===== src/design/csd_pkg.sv =====
// constants and types shared by the strap decode device and its controller
package csd_pkg;

  // ----------------------------------------------------------------
  // strap pins, by position in the strap bundle
  // ----------------------------------------------------------------
  localparam int NUM_STRAPS = 4;
  localparam int STRAP_SWING = 0; // output swing, serial clock in serial mode
  localparam int STRAP_EDGE = 1; // output edge, serial data in serial mode
  localparam int STRAP_CAL = 2; // calibration delay, select in serial mode
  localparam int STRAP_MODE = 3; // pin mode when driven, serial when floating

  // three-level reading of one strap
  typedef enum logic [1:0] {
    CSD_ST_LOW,
    CSD_ST_HIGH,
    CSD_ST_FLOAT
  } csd_strap_t;

  // controller drive codes for a three-level strap
  localparam logic [1:0] DRV_LOW = 2'h0;
  localparam logic [1:0] DRV_HIGH = 2'h1;
  localparam logic [1:0] DRV_FLOAT = 2'h2;

  // ----------------------------------------------------------------
  // serial frame: address then data, msb first
  // ----------------------------------------------------------------
  localparam int ADDR_W = 4;
  localparam int DATA_W = 16;
  localparam int FRAME_BITS = ADDR_W + DATA_W;
  localparam logic [4:0] FRAME_LAST = 5'h13;
  localparam logic [4:0] FRAME_DONE = 5'h14;

  // ----------------------------------------------------------------
  // device user registers
  // ----------------------------------------------------------------
  localparam int NUM_REGS = 8;
  localparam int DES_IDX = 6;
  localparam logic [3:0] DES_ADDR = 4'hD;
  localparam logic [15:0] DES_DEFAULT = 16'h3FFF;
  localparam int DES_EN_BIT = 15;
  localparam logic [3:0] REG_ADDR [NUM_REGS] = '{
    4'h1, 4'h2, 4'h3, 4'h9, 4'hA, 4'hB, DES_ADDR, 4'hE
  };
  localparam logic [15:0] REG_RESET [NUM_REGS] = '{
    16'h0000, 16'h0000, 16'h0000, 16'h0000,
    16'h0000, 16'h0000, DES_DEFAULT, 16'h0000
  };

  // ----------------------------------------------------------------
  // controller apb registers
  // ----------------------------------------------------------------
  localparam logic [7:0] OFS_CTRL = 8'h00;
  localparam logic [7:0] OFS_CMD = 8'h04;
  localparam logic [7:0] OFS_STATUS = 8'h08;
  localparam int CTRL_SERIAL = 0;
  localparam int CTRL_SWING_HI = 1;
  localparam int CTRL_EDGE_LSB = 2;
  localparam int CTRL_CAL_LSB = 4;
  localparam int CTRL_MODE_HI = 6;
  localparam int CTRL_W = 7;
  localparam logic [6:0] CTRL_RESET = 7'h00;
  localparam int ST_BUSY = 0;
  localparam int ST_ALL_WRITTEN = 1;
  localparam int ST_REFUSED = 2;
  localparam int ST_SEQ_REFUSED = 3;
  localparam int ST_MASK_LSB = 8;

  // ----------------------------------------------------------------
  // link timing
  // ----------------------------------------------------------------
  localparam int SYS_CLK_MHZ = 50;
  localparam int LINK_PERIOD_NS = 160;
  localparam int HALF_DIV = LINK_PERIOD_NS * SYS_CLK_MHZ / 2000;
  localparam int GAP_PERIODS = 2;

endpackage


===== src/design/csd_if.sv =====
// strap and serial pins between the controller and the device
`timescale 1ns/10ps
`default_nettype none
interface csd_if;
  import csd_pkg::*;

  logic [NUM_STRAPS-1:0] strap_out;
  logic [NUM_STRAPS-1:0] strap_oe;
  logic [NUM_STRAPS-1:0] strap_lvl;
  logic [NUM_STRAPS-1:0] strap_drv;
  logic lk_clk;

  // pin level seen by the device; an undriven strap rests low
  assign strap_lvl = strap_out & strap_oe;
  // tri-level sensing: does anyone drive the strap
  assign strap_drv = strap_oe;
  // serial clock rides on the swing strap
  assign lk_clk = strap_out[STRAP_SWING] & strap_oe[STRAP_SWING];

  modport host (output strap_out, output strap_oe);
  modport device (input strap_lvl, input strap_drv, input lk_clk);
endinterface
`default_nettype wire


===== src/design/csd_host.sv =====
// board controller: drives the straps and sends serial register frames
`timescale 1ns/10ps
`default_nettype none
module csd_host #(
  parameter int HALF_DIV = csd_pkg::HALF_DIV,
  parameter int GAP_PERIODS = csd_pkg::GAP_PERIODS
) (
  input wire logic clk_sys,
  input wire logic reset,
  input wire logic psel,
  input wire logic penable,
  input wire logic pwrite,
  input wire logic [7:0] paddr,
  input wire logic [31:0] pwdata,
  output logic [31:0] prdata,
  output logic pready,
  output logic pslverr,
  csd_if.host link
);
  import csd_pkg::*;

  typedef enum {CSD_IDLE, CSD_SHIFT, CSD_GAP} csd_state_t;

  // ----------------------------------------------------------------
  // apb slave
  // ----------------------------------------------------------------
  logic [CTRL_W-1:0] ctrl;
  logic [NUM_REGS-1:0] sent_mask;
  logic refused;
  logic seq_refused;
  logic cmd_pend;
  logic [FRAME_BITS-1:0] cmd_word;
  csd_state_t state;

  wire hit_ctrl = (paddr == OFS_CTRL);
  wire hit_cmd = (paddr == OFS_CMD);
  wire hit_status = (paddr == OFS_STATUS);
  wire mapped = hit_ctrl || hit_cmd || hit_status;
  wire access = psel && penable;
  wire wr_ctrl = access && pwrite && hit_ctrl;
  wire wr_cmd = access && pwrite && hit_cmd;
  wire busy = cmd_pend || (state != CSD_IDLE);
  wire all_sent = &sent_mask;
  wire [31:0] status_word = {16'h0000, sent_mask,
                             4'h0, seq_refused, refused, all_sent, busy};

  // zero wait states; unmapped addresses answer with an error
  assign pready = access;
  assign pslverr = access && !mapped;

  // read data settles during the setup cycle
  always_ff @(posedge clk_sys) begin
    if (reset) begin
      prdata <= 32'h00000000;
    end else if (psel && !penable) begin
      prdata <= hit_ctrl ? {25'h0000000, ctrl} :
                hit_status ? status_word : 32'h00000000;
    end
  end

  // ----------------------------------------------------------------
  // command screening
  // ----------------------------------------------------------------
  wire [ADDR_W-1:0] c_addr = pwdata[FRAME_BITS-1:DATA_W];
  wire [DATA_W-1:0] c_data = pwdata[DATA_W-1:0];
  logic [NUM_REGS-1:0] c_hit;
  genvar gh;
  generate
    for (gh = 0; gh < NUM_REGS; gh++) begin : g_hit
      assign c_hit[gh] = (c_addr == REG_ADDR[gh]);
    end
  endgenerate
  wire c_des = c_hit[DES_IDX];
  // first dual-edge write must carry the default
  wire c_bad_first = c_des && !sent_mask[DES_IDX] &&
                     (c_data != DES_DEFAULT);
  // enabling waits until every register has had its first write
  wire c_bad_early = c_des && !all_sent && c_data[DES_EN_BIT];
  wire c_seq_bad = c_bad_first || c_bad_early;
  wire c_refuse = busy || !ctrl[CTRL_SERIAL] || (c_hit == '0);
  wire c_take = wr_cmd && !c_refuse && !c_seq_bad;

  // control word, and the record of registers already written
  always_ff @(posedge clk_sys) begin
    if (reset) begin
      ctrl <= CTRL_RESET;
      sent_mask <= '0;
      refused <= 1'b0;
      seq_refused <= 1'b0;
    end else begin
      if (wr_ctrl && !busy) begin
        ctrl <= pwdata[CTRL_W-1:0];
      end
      if (wr_cmd) begin
        refused <= c_refuse;
        seq_refused <= !c_refuse && c_seq_bad;
      end
      if (c_take) begin
        sent_mask <= sent_mask | c_hit;
      end
    end
  end

  // ----------------------------------------------------------------
  // serial clock divider and frame engine
  // ----------------------------------------------------------------
  logic [7:0] div_cnt;
  logic sclk;
  logic serial_line_data;
  logic sel_n;
  logic [FRAME_BITS-1:0] shreg;
  logic [4:0] bit_cnt;
  logic [3:0] gap_cnt;
  wire tick = (div_cnt == 8'(HALF_DIV - 1));
  // data changes on the falling edge, the device samples on rising
  wire fall = tick && sclk;

  // clock runs free in serial mode so the far side keeps its edges
  always_ff @(posedge clk_sys) begin
    if (reset || !ctrl[CTRL_SERIAL]) begin
      div_cnt <= 8'h00;
      sclk <= 1'b0;
    end else begin
      div_cnt <= tick ? 8'h00 : div_cnt + 8'h01;
      sclk <= tick ? !sclk : sclk;
    end
  end

  // pending command is held until the engine takes it
  always_ff @(posedge clk_sys) begin
    if (reset) begin
      cmd_pend <= 1'b0;
      cmd_word <= '0;
    end else if (c_take) begin
      cmd_pend <= 1'b1;
      cmd_word <= pwdata[FRAME_BITS-1:0];
    end else if (fall && state == CSD_IDLE) begin
      cmd_pend <= 1'b0;
    end
  end

  // frame: select low, twenty bits msb first, then select high gap
  always_ff @(posedge clk_sys) begin
    if (reset) begin
      state <= CSD_IDLE;
      sel_n <= 1'b1;
      serial_line_data <= 1'b0;
      shreg <= '0;
      bit_cnt <= 5'h00;
      gap_cnt <= 4'h0;
    end else if (fall) begin
      case (state)
        CSD_IDLE: begin
          if (cmd_pend) begin
            sel_n <= 1'b0;
            serial_line_data <= cmd_word[FRAME_BITS-1];
            shreg <= {cmd_word[FRAME_BITS-2:0], 1'b0};
            bit_cnt <= 5'h01;
            state <= CSD_SHIFT;
          end
        end
        CSD_SHIFT: begin
          if (bit_cnt == FRAME_DONE) begin
            sel_n <= 1'b1;
            gap_cnt <= 4'h0;
            state <= CSD_GAP;
          end else begin
            serial_line_data <= shreg[FRAME_BITS-1];
            shreg <= {shreg[FRAME_BITS-2:0], 1'b0};
            bit_cnt <= bit_cnt + 5'h01;
          end
        end
        CSD_GAP: begin
          gap_cnt <= gap_cnt + 4'h1;
          if (gap_cnt == 4'(GAP_PERIODS - 1)) begin
            state <= CSD_IDLE;
          end
        end
        default: state <= CSD_IDLE;
      endcase
    end
  end

  // ----------------------------------------------------------------
  // strap drive
  // ----------------------------------------------------------------
  wire ser = ctrl[CTRL_SERIAL];
  wire [1:0] edge_code = ctrl[CTRL_EDGE_LSB +: 2];
  wire [1:0] cal_code = ctrl[CTRL_CAL_LSB +: 2];

  // serial mode repurposes three straps and floats the mode strap
  assign link.strap_out[STRAP_SWING] = ser ? sclk :
                                      ctrl[CTRL_SWING_HI];
  assign link.strap_oe[STRAP_SWING] = 1'b1;
  assign link.strap_out[STRAP_EDGE] = ser ? serial_line_data :
                                     (edge_code == DRV_HIGH);
  assign link.strap_oe[STRAP_EDGE] = ser || (edge_code != DRV_FLOAT);
  assign link.strap_out[STRAP_CAL] = ser ? sel_n :
                                    (cal_code == DRV_HIGH);
  assign link.strap_oe[STRAP_CAL] = ser || (cal_code != DRV_FLOAT);
  assign link.strap_out[STRAP_MODE] = ctrl[CTRL_MODE_HI];
  assign link.strap_oe[STRAP_MODE] = !ser;

endmodule
`default_nettype wire


===== src/flat_wrapper.sv =====
// flat-port wrapper written by rule: the top's interface ports become plain ports
module csd_host_flat import csd_pkg::*;
#(
  parameter int HALF_DIV = csd_pkg::HALF_DIV,
  parameter int GAP_PERIODS = csd_pkg::GAP_PERIODS
)
  (clk_sys, reset, psel, penable, pwrite, paddr, pwdata, prdata, pready, pslverr, link_strap_out, link_strap_oe);
  csd_if link_i ();
  input wire logic clk_sys;
  input wire logic reset;
  input wire logic psel;
  input wire logic penable;
  input wire logic pwrite;
  input wire logic [7:0] paddr;
  input wire logic [31:0] pwdata;
  output logic [31:0] prdata;
  output logic pready;
  output logic pslverr;
  output wire logic [$bits(link_i.strap_out)-1:0] link_strap_out;
  output wire logic [$bits(link_i.strap_oe)-1:0] link_strap_oe;
  assign link_strap_out = {>>{link_i.strap_out}};
  assign link_strap_oe = {>>{link_i.strap_oe}};
  csd_host #(.HALF_DIV(HALF_DIV), .GAP_PERIODS(GAP_PERIODS)) u_core (.clk_sys(clk_sys), .reset(reset), .psel(psel), .penable(penable), .pwrite(pwrite), .paddr(paddr), .pwdata(pwdata), .prdata(prdata), .pready(pready), .pslverr(pslverr), .link(link_i));
endmodule

===== config.mk =====
export PLATFORM = sky130hd
export DESIGN_NAME = csd_host_flat
export DESIGN_NICKNAME = d
export VERILOG_FILES = /design/src/design/csd_pkg.sv /design/src/design/csd_if.sv /design/src/design/csd_host.sv /design/src/flat_wrapper.sv
export SDC_FILE = /design/constraint.sdc
export NUM_CORES = 1
export LEC_CHECK = 0
export ABC_AREA = 0
export BUFFER_PORTS_ARGS = -buffer_cell sky130_fd_sc_hd__buf_2
export CAP_MARGIN = 25
export CELL_PAD_IN_SITES_DETAIL_PLACEMENT = 0
export CELL_PAD_IN_SITES_GLOBAL_PLACEMENT = 1
export CORE_MARGIN = 4
export CORE_UTILIZATION = 40
export DETAILED_ROUTE_END_ITERATION = 6
export PLACE_DENSITY_LB_ADDON = 0.1
export SLEW_MARGIN = 25
export SYNTH_ARGS = -nofsm -noshare
export SYNTH_HDL_FRONTEND = slang
export SYNTH_SLANG_ARGS = --single-unit
export TNS_END_PERCENT = 10

===== constraint.sdc =====
create_clock -name clk_sys -period 2.8 [get_ports clk_sys]
set_input_delay 0.14 -clock clk_sys [delete_from_list [all_inputs] [get_ports clk_sys]]
set_output_delay 0.14 -clock clk_sys [all_outputs]
set_load 0.02 [all_outputs]

# Yosys cells after proc, flatten, opt, wreduce, memory -nomap -nowiden
# Cells that the tools add are included.
[totals]
regBits = 142
wordCells = 116
output_inout_bits = 42
in_bits = 45
[classes]
muxes = 25
n_eq_ne = 24
reduce_logical = 48
n_addsub = 3
bitwise_logic = 1
[ops]
columns = ["cell", "n"]
rows = [
  ["32-bit 2-to-1 mux", 4],
  ["32-bit one-hot mux with 3 select lines", 1],
  ["32-bit zero test", 2],
  ["20-bit 2-to-1 mux", 2],
  ["20-bit one-hot mux with 2 select lines", 1],
  ["32-bit by 1-bit equality test with 1-bit output (second input constant)", 1],
  ["32-bit by 2-bit equality test with 1-bit output (second input constant)", 1],
  ["32-bit nonzero test", 1],
  ["4-bit equality test (second input constant)", 5],
  ["1-bit logical AND", 16],
  ["8-bit zero test", 2],
  ["16-bit 2-to-1 mux", 1],
  ["16-bit by 14-bit != test with 1-bit output (second input constant)", 1],
  ["4-bit AND reduction", 3],
  ["5-bit 2-to-1 mux", 2],
  ["5-bit one-hot mux with 2 select lines", 1],
  ["1-bit zero test", 9],
  ["1-bit logical OR", 9],
  ["1-bit 2-to-1 mux", 9],
  ["8-bit by 1-bit adder with 8-bit output (second input constant)", 1],
  ["4-bit by 1-bit equality test with 1-bit output (second input constant)", 2],
  ["4-bit by 2-bit equality test with 1-bit output (second input constant)", 2],
  ["8-bit by 2-bit equality test with 1-bit output (second input constant)", 1],
  ["8-bit by 3-bit equality test with 1-bit output (second input constant)", 1],
  ["15 further kinds", 23],
]

# Logic depth before layout (Yosys ltp)
# Gate-level depths: netlist (run 1).
[depth]
depth_word = 8
ltp_mapped = 8
mapped_depth_nobuf = 7

# Least setup slack after synthesis (run 1)
# OpenSTA, ideal clock, no wires.
[synth_timing]
kind = "reg-to-reg"
startpoint = "reg u_core.div_cnt[4]"
endpoint = "reg u_core.bit_cnt[4]"
required_time_ns = 2.730
period_less_slack_ns = 1.924
path_buffers = 1
arrival_ns = 1.854
setup_time_ns = 0.070
path_stages_with_launch = 7
path_slack_ns = 0.876
cell_sequence = "dfxtp_1 > nor4_4 > nand4_2 > or3_1 > clkbuf_2 > or4_1 > a21oi_1"
[synth_via]
elab_chain_cells = 3
[synth_lines]
columns = ["element", "line_no", "rtl"]
rows = [
  ["start, declared", "csd_host.sv:107", "logic [7:0] div_cnt;"],
  ["start signal, assigned", "csd_host.sv:124", "div_cnt <= tick ? 8'h00 : div_cnt + 8'h01;"],
  ["8-bit by 2-bit equality test with 1-bit output", "csd_host.sv:114", "wire tick = (div_cnt == 8'(HALF_DIV - 1));"],
  ["1-bit logical AND", "csd_host.sv:116", "wire fall = tick && sclk;"],
  ["4-bit AND reduction (no line)", "--", ""],
  ["end signal, assigned", "csd_host.sv:170", "bit_cnt <= bit_cnt + 5'h01;"],
  ["end, declared", "csd_host.sv:112", "logic [4:0] bit_cnt;"],
]
# No other way between the ends.
# A chain may end at the register's enable or synchronous reset.

# Worst setup path in the final report (run 1)
[layout_timing]
startpoint = "reg u_core.ctrl[0]"
endpoint = "reg u_core.cmd_word[19]"
[layout_via]
elab_chain_cells = 6
[layout_lines]
columns = ["element", "line_no", "rtl"]
rows = [
  ["start, declared", "csd_host.sv:27", "logic [CTRL_W-1:0] ctrl;"],
  ["start signal, assigned", "csd_host.sv:92", "ctrl <= pwdata[CTRL_W-1:0];"],
  ["1-bit zero test", "csd_host.sv:80", "wire c_refuse = busy || !ctrl[CTRL_SERIAL] || (c_hit == '0);"],
  ["1-bit logical OR (2 in a row)", "csd_host.sv:80", ""],
  ["1-bit zero test", "csd_host.sv:81", "wire c_take = wr_cmd && !c_refuse && !c_seq_bad;"],
  ["1-bit logical AND (2 in a row)", "csd_host.sv:81", ""],
  ["end signal, assigned", "csd_host.sv:136", "cmd_word <= pwdata[FRAME_BITS-1:0];"],
  ["end, declared", "csd_host.sv:32", "logic [FRAME_BITS-1:0] cmd_word;"],
]
# No other way between the ends.

==> metrics.csv, run 1 <==
stage;metric;value;unit
cts;h-tree-depth;3;
outcome;status;finished clean;
sta;finalCritPeriodShare;0.828;
critical_path;critical_path_class;flip-flop to flip-flop;
sta;max_slew.worst_pin.slew;0.691;ns
floorplan;fp.dieW;111;um
global_routing;grt_pass1_vias;3315;
global_routing;grt_overflow;0;
cts;clockBufferDepth;2;
yosys;synth_async_sr_flop_share;0;
routing;wl_per_cell;14.4;um
critical_path;critPathArrivalTime;2.61;ns
sta;rsz0062_at_grt;no;
floorplan;dieArea;0.0122;mm^2
final_layout;final_cell_count_no_fill;683;
critical_path;cp-end-kind;flip-flop;
final_layout;area_growth_syn_to_layout;12.7;%
critical_path;cp-start-kind;flip-flop;
sta;hold_viol;0;
final_layout;n_antenna_cell;0;
cts;cts_made_buffers;9;
routing;route.detailed.drc;0;
critical_path;cpPeakStageDelay;0.56;ns
global_routing;grt.total_usage;0.162;
placement;hpwl;6930;um
placement;dp.cells;667;
cts;hold_buffers;0;
min_path;worst_hold_path_type;primary input to flip-flop;
yosys;seq_area_frac_synth;0.447;
yosys;ys_ff_latch;94;
cts;cts_sinks;94;
final_layout;drive_gt1_frac;0.168;
routing;num_vias;3538;
cts;path_clk_slew;0.10;ns
cts;cts_resized;0;
power_and_ir_drop;peakVddDrop;0.000202;V
yosys;syn_avg_cell_area;8.44;um^2
cts;cts_tree;built;
run;cap_violations;0;
critical_path;crit_chain;nor4b_1, o21ai_0, a211oi_1, nor2b_2, buf_12, mux2i_1;
cts;clock_latency;0.36;ns
cts;cts_setup_buffers;0;
placement;io_buffers;56;
yosys;yosys_most_used_dff;dfxtp_1;
routing;antenna_left;0;
power_and_ir_drop;cellPowerDensity;498;mW/mm^2
critical_path;crit_slowest_cell;dfxtp_1;
yosys;netlist_instances;499;
sta;finalSetupViolCount;0;
power_and_ir_drop;p_leak;1.75;nW
floorplan;ios;87;
power_and_ir_drop;p_total;2.36;mW
sta;fin_tns_setup;0;ns
global_routing;grt_pass1_wl;16600;um
yosys;ys_types;47;
routing;viasPerCell;5.18;
floorplan;core.rowCount;37;
floorplan;core;0.0103;mm^2
placement;routabilityCongestion;0.780;
cts;cts-root-buf;clkbuf_8;
sta;fin_crit;2.32;ns
global_routing;antenna_found_initial;0;
routing;wirelength;9810;um
floorplan;start_util;0.410;
critical_path;crit_fanout;23;
routing;drt_iter0_markers;231;
sta;fmax;0.432;GHz
global_routing;grt_max_degree;65;
sta;fin_skew;0.00994;ns
critical_path;critPathRequiredTime;3.09;ns
yosys;yosys_warnings;0;
sta;maxSlewViolCount;0;
final_layout;final_nets;592;
yosys;synth_edf_count;0;
floorplan;chipHeight;111;um
sta;slew_headroom;0.539;
yosys;synth_area;0.00421;mm^2
routing;firstDrtPassIters;4;
-- logic make-up (layout without fill, tap and decap cells) --
group / Yosys count / in the layout / share of synthesized area
AO/OA/AOI/OAI: 75 / 75 / 0.130
XOR/XNOR: 7 / 7 / 0.0146
adder cells (fa/ha/maj): 5 / 5 / 0.0149
buffers and inverters: 58 / 90 / 0.0710
flip-flops: 94 / 94 / 0.447
multiplexers: 28 / 28 / 0.0668
other: 2 / 18 / 0.00178
AND/OR/NAND/NOR: 230 / 230 / 0.254
-- layout make-up --
class,instances,area (um^2)
clock buffer,9,124
clock inverter,7,66.3
fill,1058,5530
inverter,8,30.0
multi-input combinational,363,2100
sequential,94,1880
tap,136,170
timing repair buffer,66,368
-- sequential cells by signal, summed over array words and instances (netlist names) --
name                     flops
u_core.serial_line_data      1
u_core.seq_refused           1
u_core.shreg                19
u_core.sel_n                 1
u_core.state                 2
u_core.sent_mask             8
u_core.gap_cnt               4
u_core.ctrl                  7
u_core.cmd_word             20
u_core.prdata               15
u_core.refused               1
u_core.div_cnt               8
u_core.bit_cnt               5
u_core.sclk                  1
u_core.cmd_pend              1
-- through the flow --
step           utilization  worst slack [ns]  hold WS (ns)  cell area [um^2]
2_1_floorplan            -             0.876         0.282              4270
3_3_place_gp         0.443             0.512         0.400              4550
3_5_place_dp         0.443             0.473         0.410              4550
4_1_cts              0.462             0.456       0.00964              4740
5_1_grt              0.462             0.147        0.0237              4740
6_report             0.462             0.483        0.0259              4740
-- power breakdown --
part | internal, mW | switching, mW
combinational | 0.0384 | 0.109
sequential | 1.34 | 0.00475
clock | 0.344 | 0.528
-- worst max-delay path, delay by kind of cell (launching register included) --
family	cells	cell delay, ns
flip-flops	1	0.56
AND/OR/NAND/NOR	2	0.67
multiplexers	1	0.19
AO/OA/AOI/OAI	2	0.61
buffers and inverters	1	0.22
-- Yosys cell counts (8+ instances only) --
master,number,area [um^2]
a21oi_1,15,75.1
a22oi_1,12,90.1
a311oi_1,19,166
buf_4,21,158
clkbuf_1,25,93.8
dfxtp_1,94,1880
mux2i_1,27,270
nand2_1,99,372
nand2b_1,9,56.3
nand3_1,12,60.1
nand4_1,8,50.1
nor2_1,63,236
o21ai_0,9,45.0
-- cell usage in the layout, fill, tap and decap left out, types with 3 or more instances in the layout --
master	instances
nand2_1	99
dfxtp_1	94
nor2_1	63
buf_2	56
mux2i_1	27
a311oi_1	19
conb_1	18
a21oi_1	15
nand3_1	12
a22oi_1	12
o21ai_0	9
nand2b_1	9
clkbuf_8	9
buf_4	9
nand4_1	8
inv_1	7
xor2_1	6
nor2b_1	5
o41ai_1	5
nor4_1	5
ha_1	5
and3_1	4
a22o_1	4
or4_1	4
a222oi_1	4
nand4b_1	3
inv_8	3
-- layer usage --
metal / wire (um) / part of all wire / GRT usage / vias up
li1: - / - / - / 1795
met1: 4650 / 0.47 / 0.219 / 1668
met2: 4640 / 0.47 / 0.262 / 65
met3: 407 / 0.042 / 0.0312 / 10
met4: 110 / 0.011 / 0.0517 / 0
met5: 0 / 0 / 0 / -
-- final timing paths --
path                      start                   to  cells past startpoint  slack, ns
max              u_core.ctrl[0]  u_core.cmd_word[19]                      6       0.48
max reg2reg      u_core.ctrl[0]  u_core.cmd_word[19]                      6       0.48
min                  pwdata[10]  u_core.cmd_word[10]                      3       0.03
min reg2reg  u_core.cmd_word[0]   u_core.cmd_word[0]                      2       0.46
(Power assumes the default switching activity.)
==> inputs of run 2 (changes only) <==
CORE_UTILIZATION = 36   (was 40)
clock period = 2 ns   (was 2.8 ns; I/O delays follow)
==> metrics.csv, run 2 (synthesis gave the netlist of run 1 again) <==
stage;metric;value;unit
min_path;worst_hold_path_type;primary input to flip-flop;
routing;drt_iter0_markers;227;
final_layout;drive_gt1_frac;0.202;
placement;routabilityCongestion;0.771;
routing;num_vias;3666;
critical_path;cp_num_buf_inv;0;
cts;path_clk_slew;0.07;ns
floorplan;start_util;0.369;
power_and_ir_drop;peakVddDrop;0.000637;V
sta;fin_skew;0.00639;ns
global_routing;grt_max_degree;45;
global_routing;antenna_found_initial;0;
critical_path;cpPeakStageDelay;0.48;ns
final_layout;final_nets;614;
cts;h-tree-depth;3;
power_and_ir_drop;p_leak;1.92;nW
routing;wl_per_cell;14.8;um
floorplan;dieArea;0.0135;mm^2
sta;fin_crit;1.88;ns
power_and_ir_drop;p_switching;0.890;mW
final_layout;final_cell_count_no_fill;712;
routing;firstDrtPassIters;4;
floorplan;ios;87;
cts;clock_latency;0.34;ns
power_and_ir_drop;swShare;0.240;
floorplan;core.rowCount;39;
sta;hold_viol;0;
final_layout;fill_cells;1170;
routing;antenna_left;0;
sta;max_slew.worst_pin.slew;0.572;ns
cts;cts-root-buf;clkbuf_16;
critical_path;crit_chain;nor4_4, nand4_2, or3_1, or4_1, a21oi_1;
routing;wirelength;10600;um
critical_path;critical_path_class;flip-flop to flip-flop;
floorplan;core;0.0114;mm^2
final_layout;n_antenna_cell;0;
sta;fin_tns_setup;0;ns
final_layout;area_growth_syn_to_layout;21.5;%
critical_path;critPathArrivalTime;2.15;ns
placement;dp.cells;688;
floorplan;chipHeight;116;um
sta;finalSetupViolCount;0;
placement;place_ws;0.0843;ns
routing;viasPerCell;5.15;
run;cap_violations;0;
power_and_ir_drop;p_seq_frac;0.505;
critical_path;crit_slowest_cell;or4_1;
sta;slew_headroom;0.616;
sta;rsz0062_at_grt;no;
cts;cts_made_buffers;9;
power_and_ir_drop;power_frac_comb;0.062;
outcome;status;finished clean;
cts;cts_sinks;94;
placement;io_buffers;56;
final_layout;reg.largest.list;u_core.cmd_word: 20 flops, u_core.shreg: 19 flops, u_core.prdata: 15 flops;
final_layout;final_common_cell;nand2_1;
sta;fin_ws;0.124;ns
sta;fmax;0.533;GHz
final_layout;final_cell_mix;nand2_1 (99), dfxtp_1 (92), nor2_1 (63);
placement;hpwl;7170;um
final_layout;largest_reg_flops;20;
critical_path;cp_top_family;simple AND/OR/NAND/NOR gates;
sta;finalCritPeriodShare;0.938;
power_and_ir_drop;internal-power;2.82;mW
global_routing;grt_pass1_wl;16600;um
global_routing;grt.total_usage;0.156;
critical_path;crit_fanout;3;
global_routing;grt_pass1_vias;3391;
floorplan;fp.dieW;116;um
final_layout;final_core_util;0.448;
critical_path;cp-end-kind;flip-flop;
power_and_ir_drop;pwr-share-clk;0.433;
power_and_ir_drop;cellPowerDensity;726;mW/mm^2
final_layout;top_register;u_core.cmd_word;
critical_path;critPathRequiredTime;2.28;ns
critical_path;cp-start-kind;flip-flop;
routing;route.detailed.drc;0;
cts;cts_tree;built;
sta;maxSlewViolCount;0;
cts;clockBufferDepth;2;
global_routing;grt_overflow;0;
-- run 2: path summary, 6_finish.rpt --
kind         depth (start not counted)                  end  slack [ns]                start
max                                  5    u_core.bit_cnt[4]        0.12    u_core.div_cnt[4]
min                                  3  u_core.cmd_word[11]        0.01           pwdata[11]
max reg2reg                          5    u_core.bit_cnt[4]        0.12    u_core.div_cnt[4]
min reg2reg                          2  u_core.cmd_word[11]        0.46  u_core.cmd_word[11]
-- run 2: power by group through the flow --
stage / clock network, mW / registers [mW] / logic, mW
6_report: 1.61 / 1.87 / 0.232
5_1_grt: 1.75 / 1.87 / 0.258
4_1_cts: 1.68 / 1.87 / 0.232
3_5_place_dp: 0 / 1.92 / 0.225
3_3_place_gp: 0 / 1.92 / 0.226
2_1_floorplan: 0 / 1.92 / 0.153
-- run 2: metrics by stage --
stage          hold WS, ns  area [um^2]  total power [mW]
6_report            0.0143         5120              3.71
3_5_place_dp         0.367         4690              2.14
5_1_grt             0.0164         5120              3.88
3_3_place_gp         0.361         4690              2.14
4_1_cts            0.00149         5010              3.78
2_1_floorplan        0.242         4270              2.07
-- run 2: area by class of cell --
cell class | instances | area (um^2) | area share
clock buffer | 12 | 246 | 0.0482
clock inverter | 4 | 32.5 | 0.00636
inverter | 8 | 30.0 | 0.00587
multi-input combinational | 363 | 2140 | 0.419
sequential | 94 | 1880 | 0.368
tap | 143 | 179 | 0.0350
timing repair buffer | 88 | 602 | 0.118
-- run 2: worst reg2reg max path, delay by kind of cell (launching register included) --
| family | cells | cell delay (ns) |
|---|---|---|
| flops | 1 | 0.35 |
| compound gates | 1 | 0.13 |
| simple gates | 4 | 1.34 |
-- run 2: what timing repair did --
action                                  in CTS  in global routing
resized for setup                            0                 11
buffers inserted                             0                  1
endpoints found under the setup margin       0                 44
endpoints found under the hold margin        4                  0
hold buffers                                 4                  0
-- run 2: per-layer routing --
layer  part of all wire  wire length, um  vias to the layer above  track usage
met5                  0                0                        -            0
met4              0.011              115                        0       0.0503
met3              0.046              486                       11       0.0508
met2               0.48             5050                       71        0.246
met1               0.46             4890                     1739        0.203
li1                   -                -                     1845            -
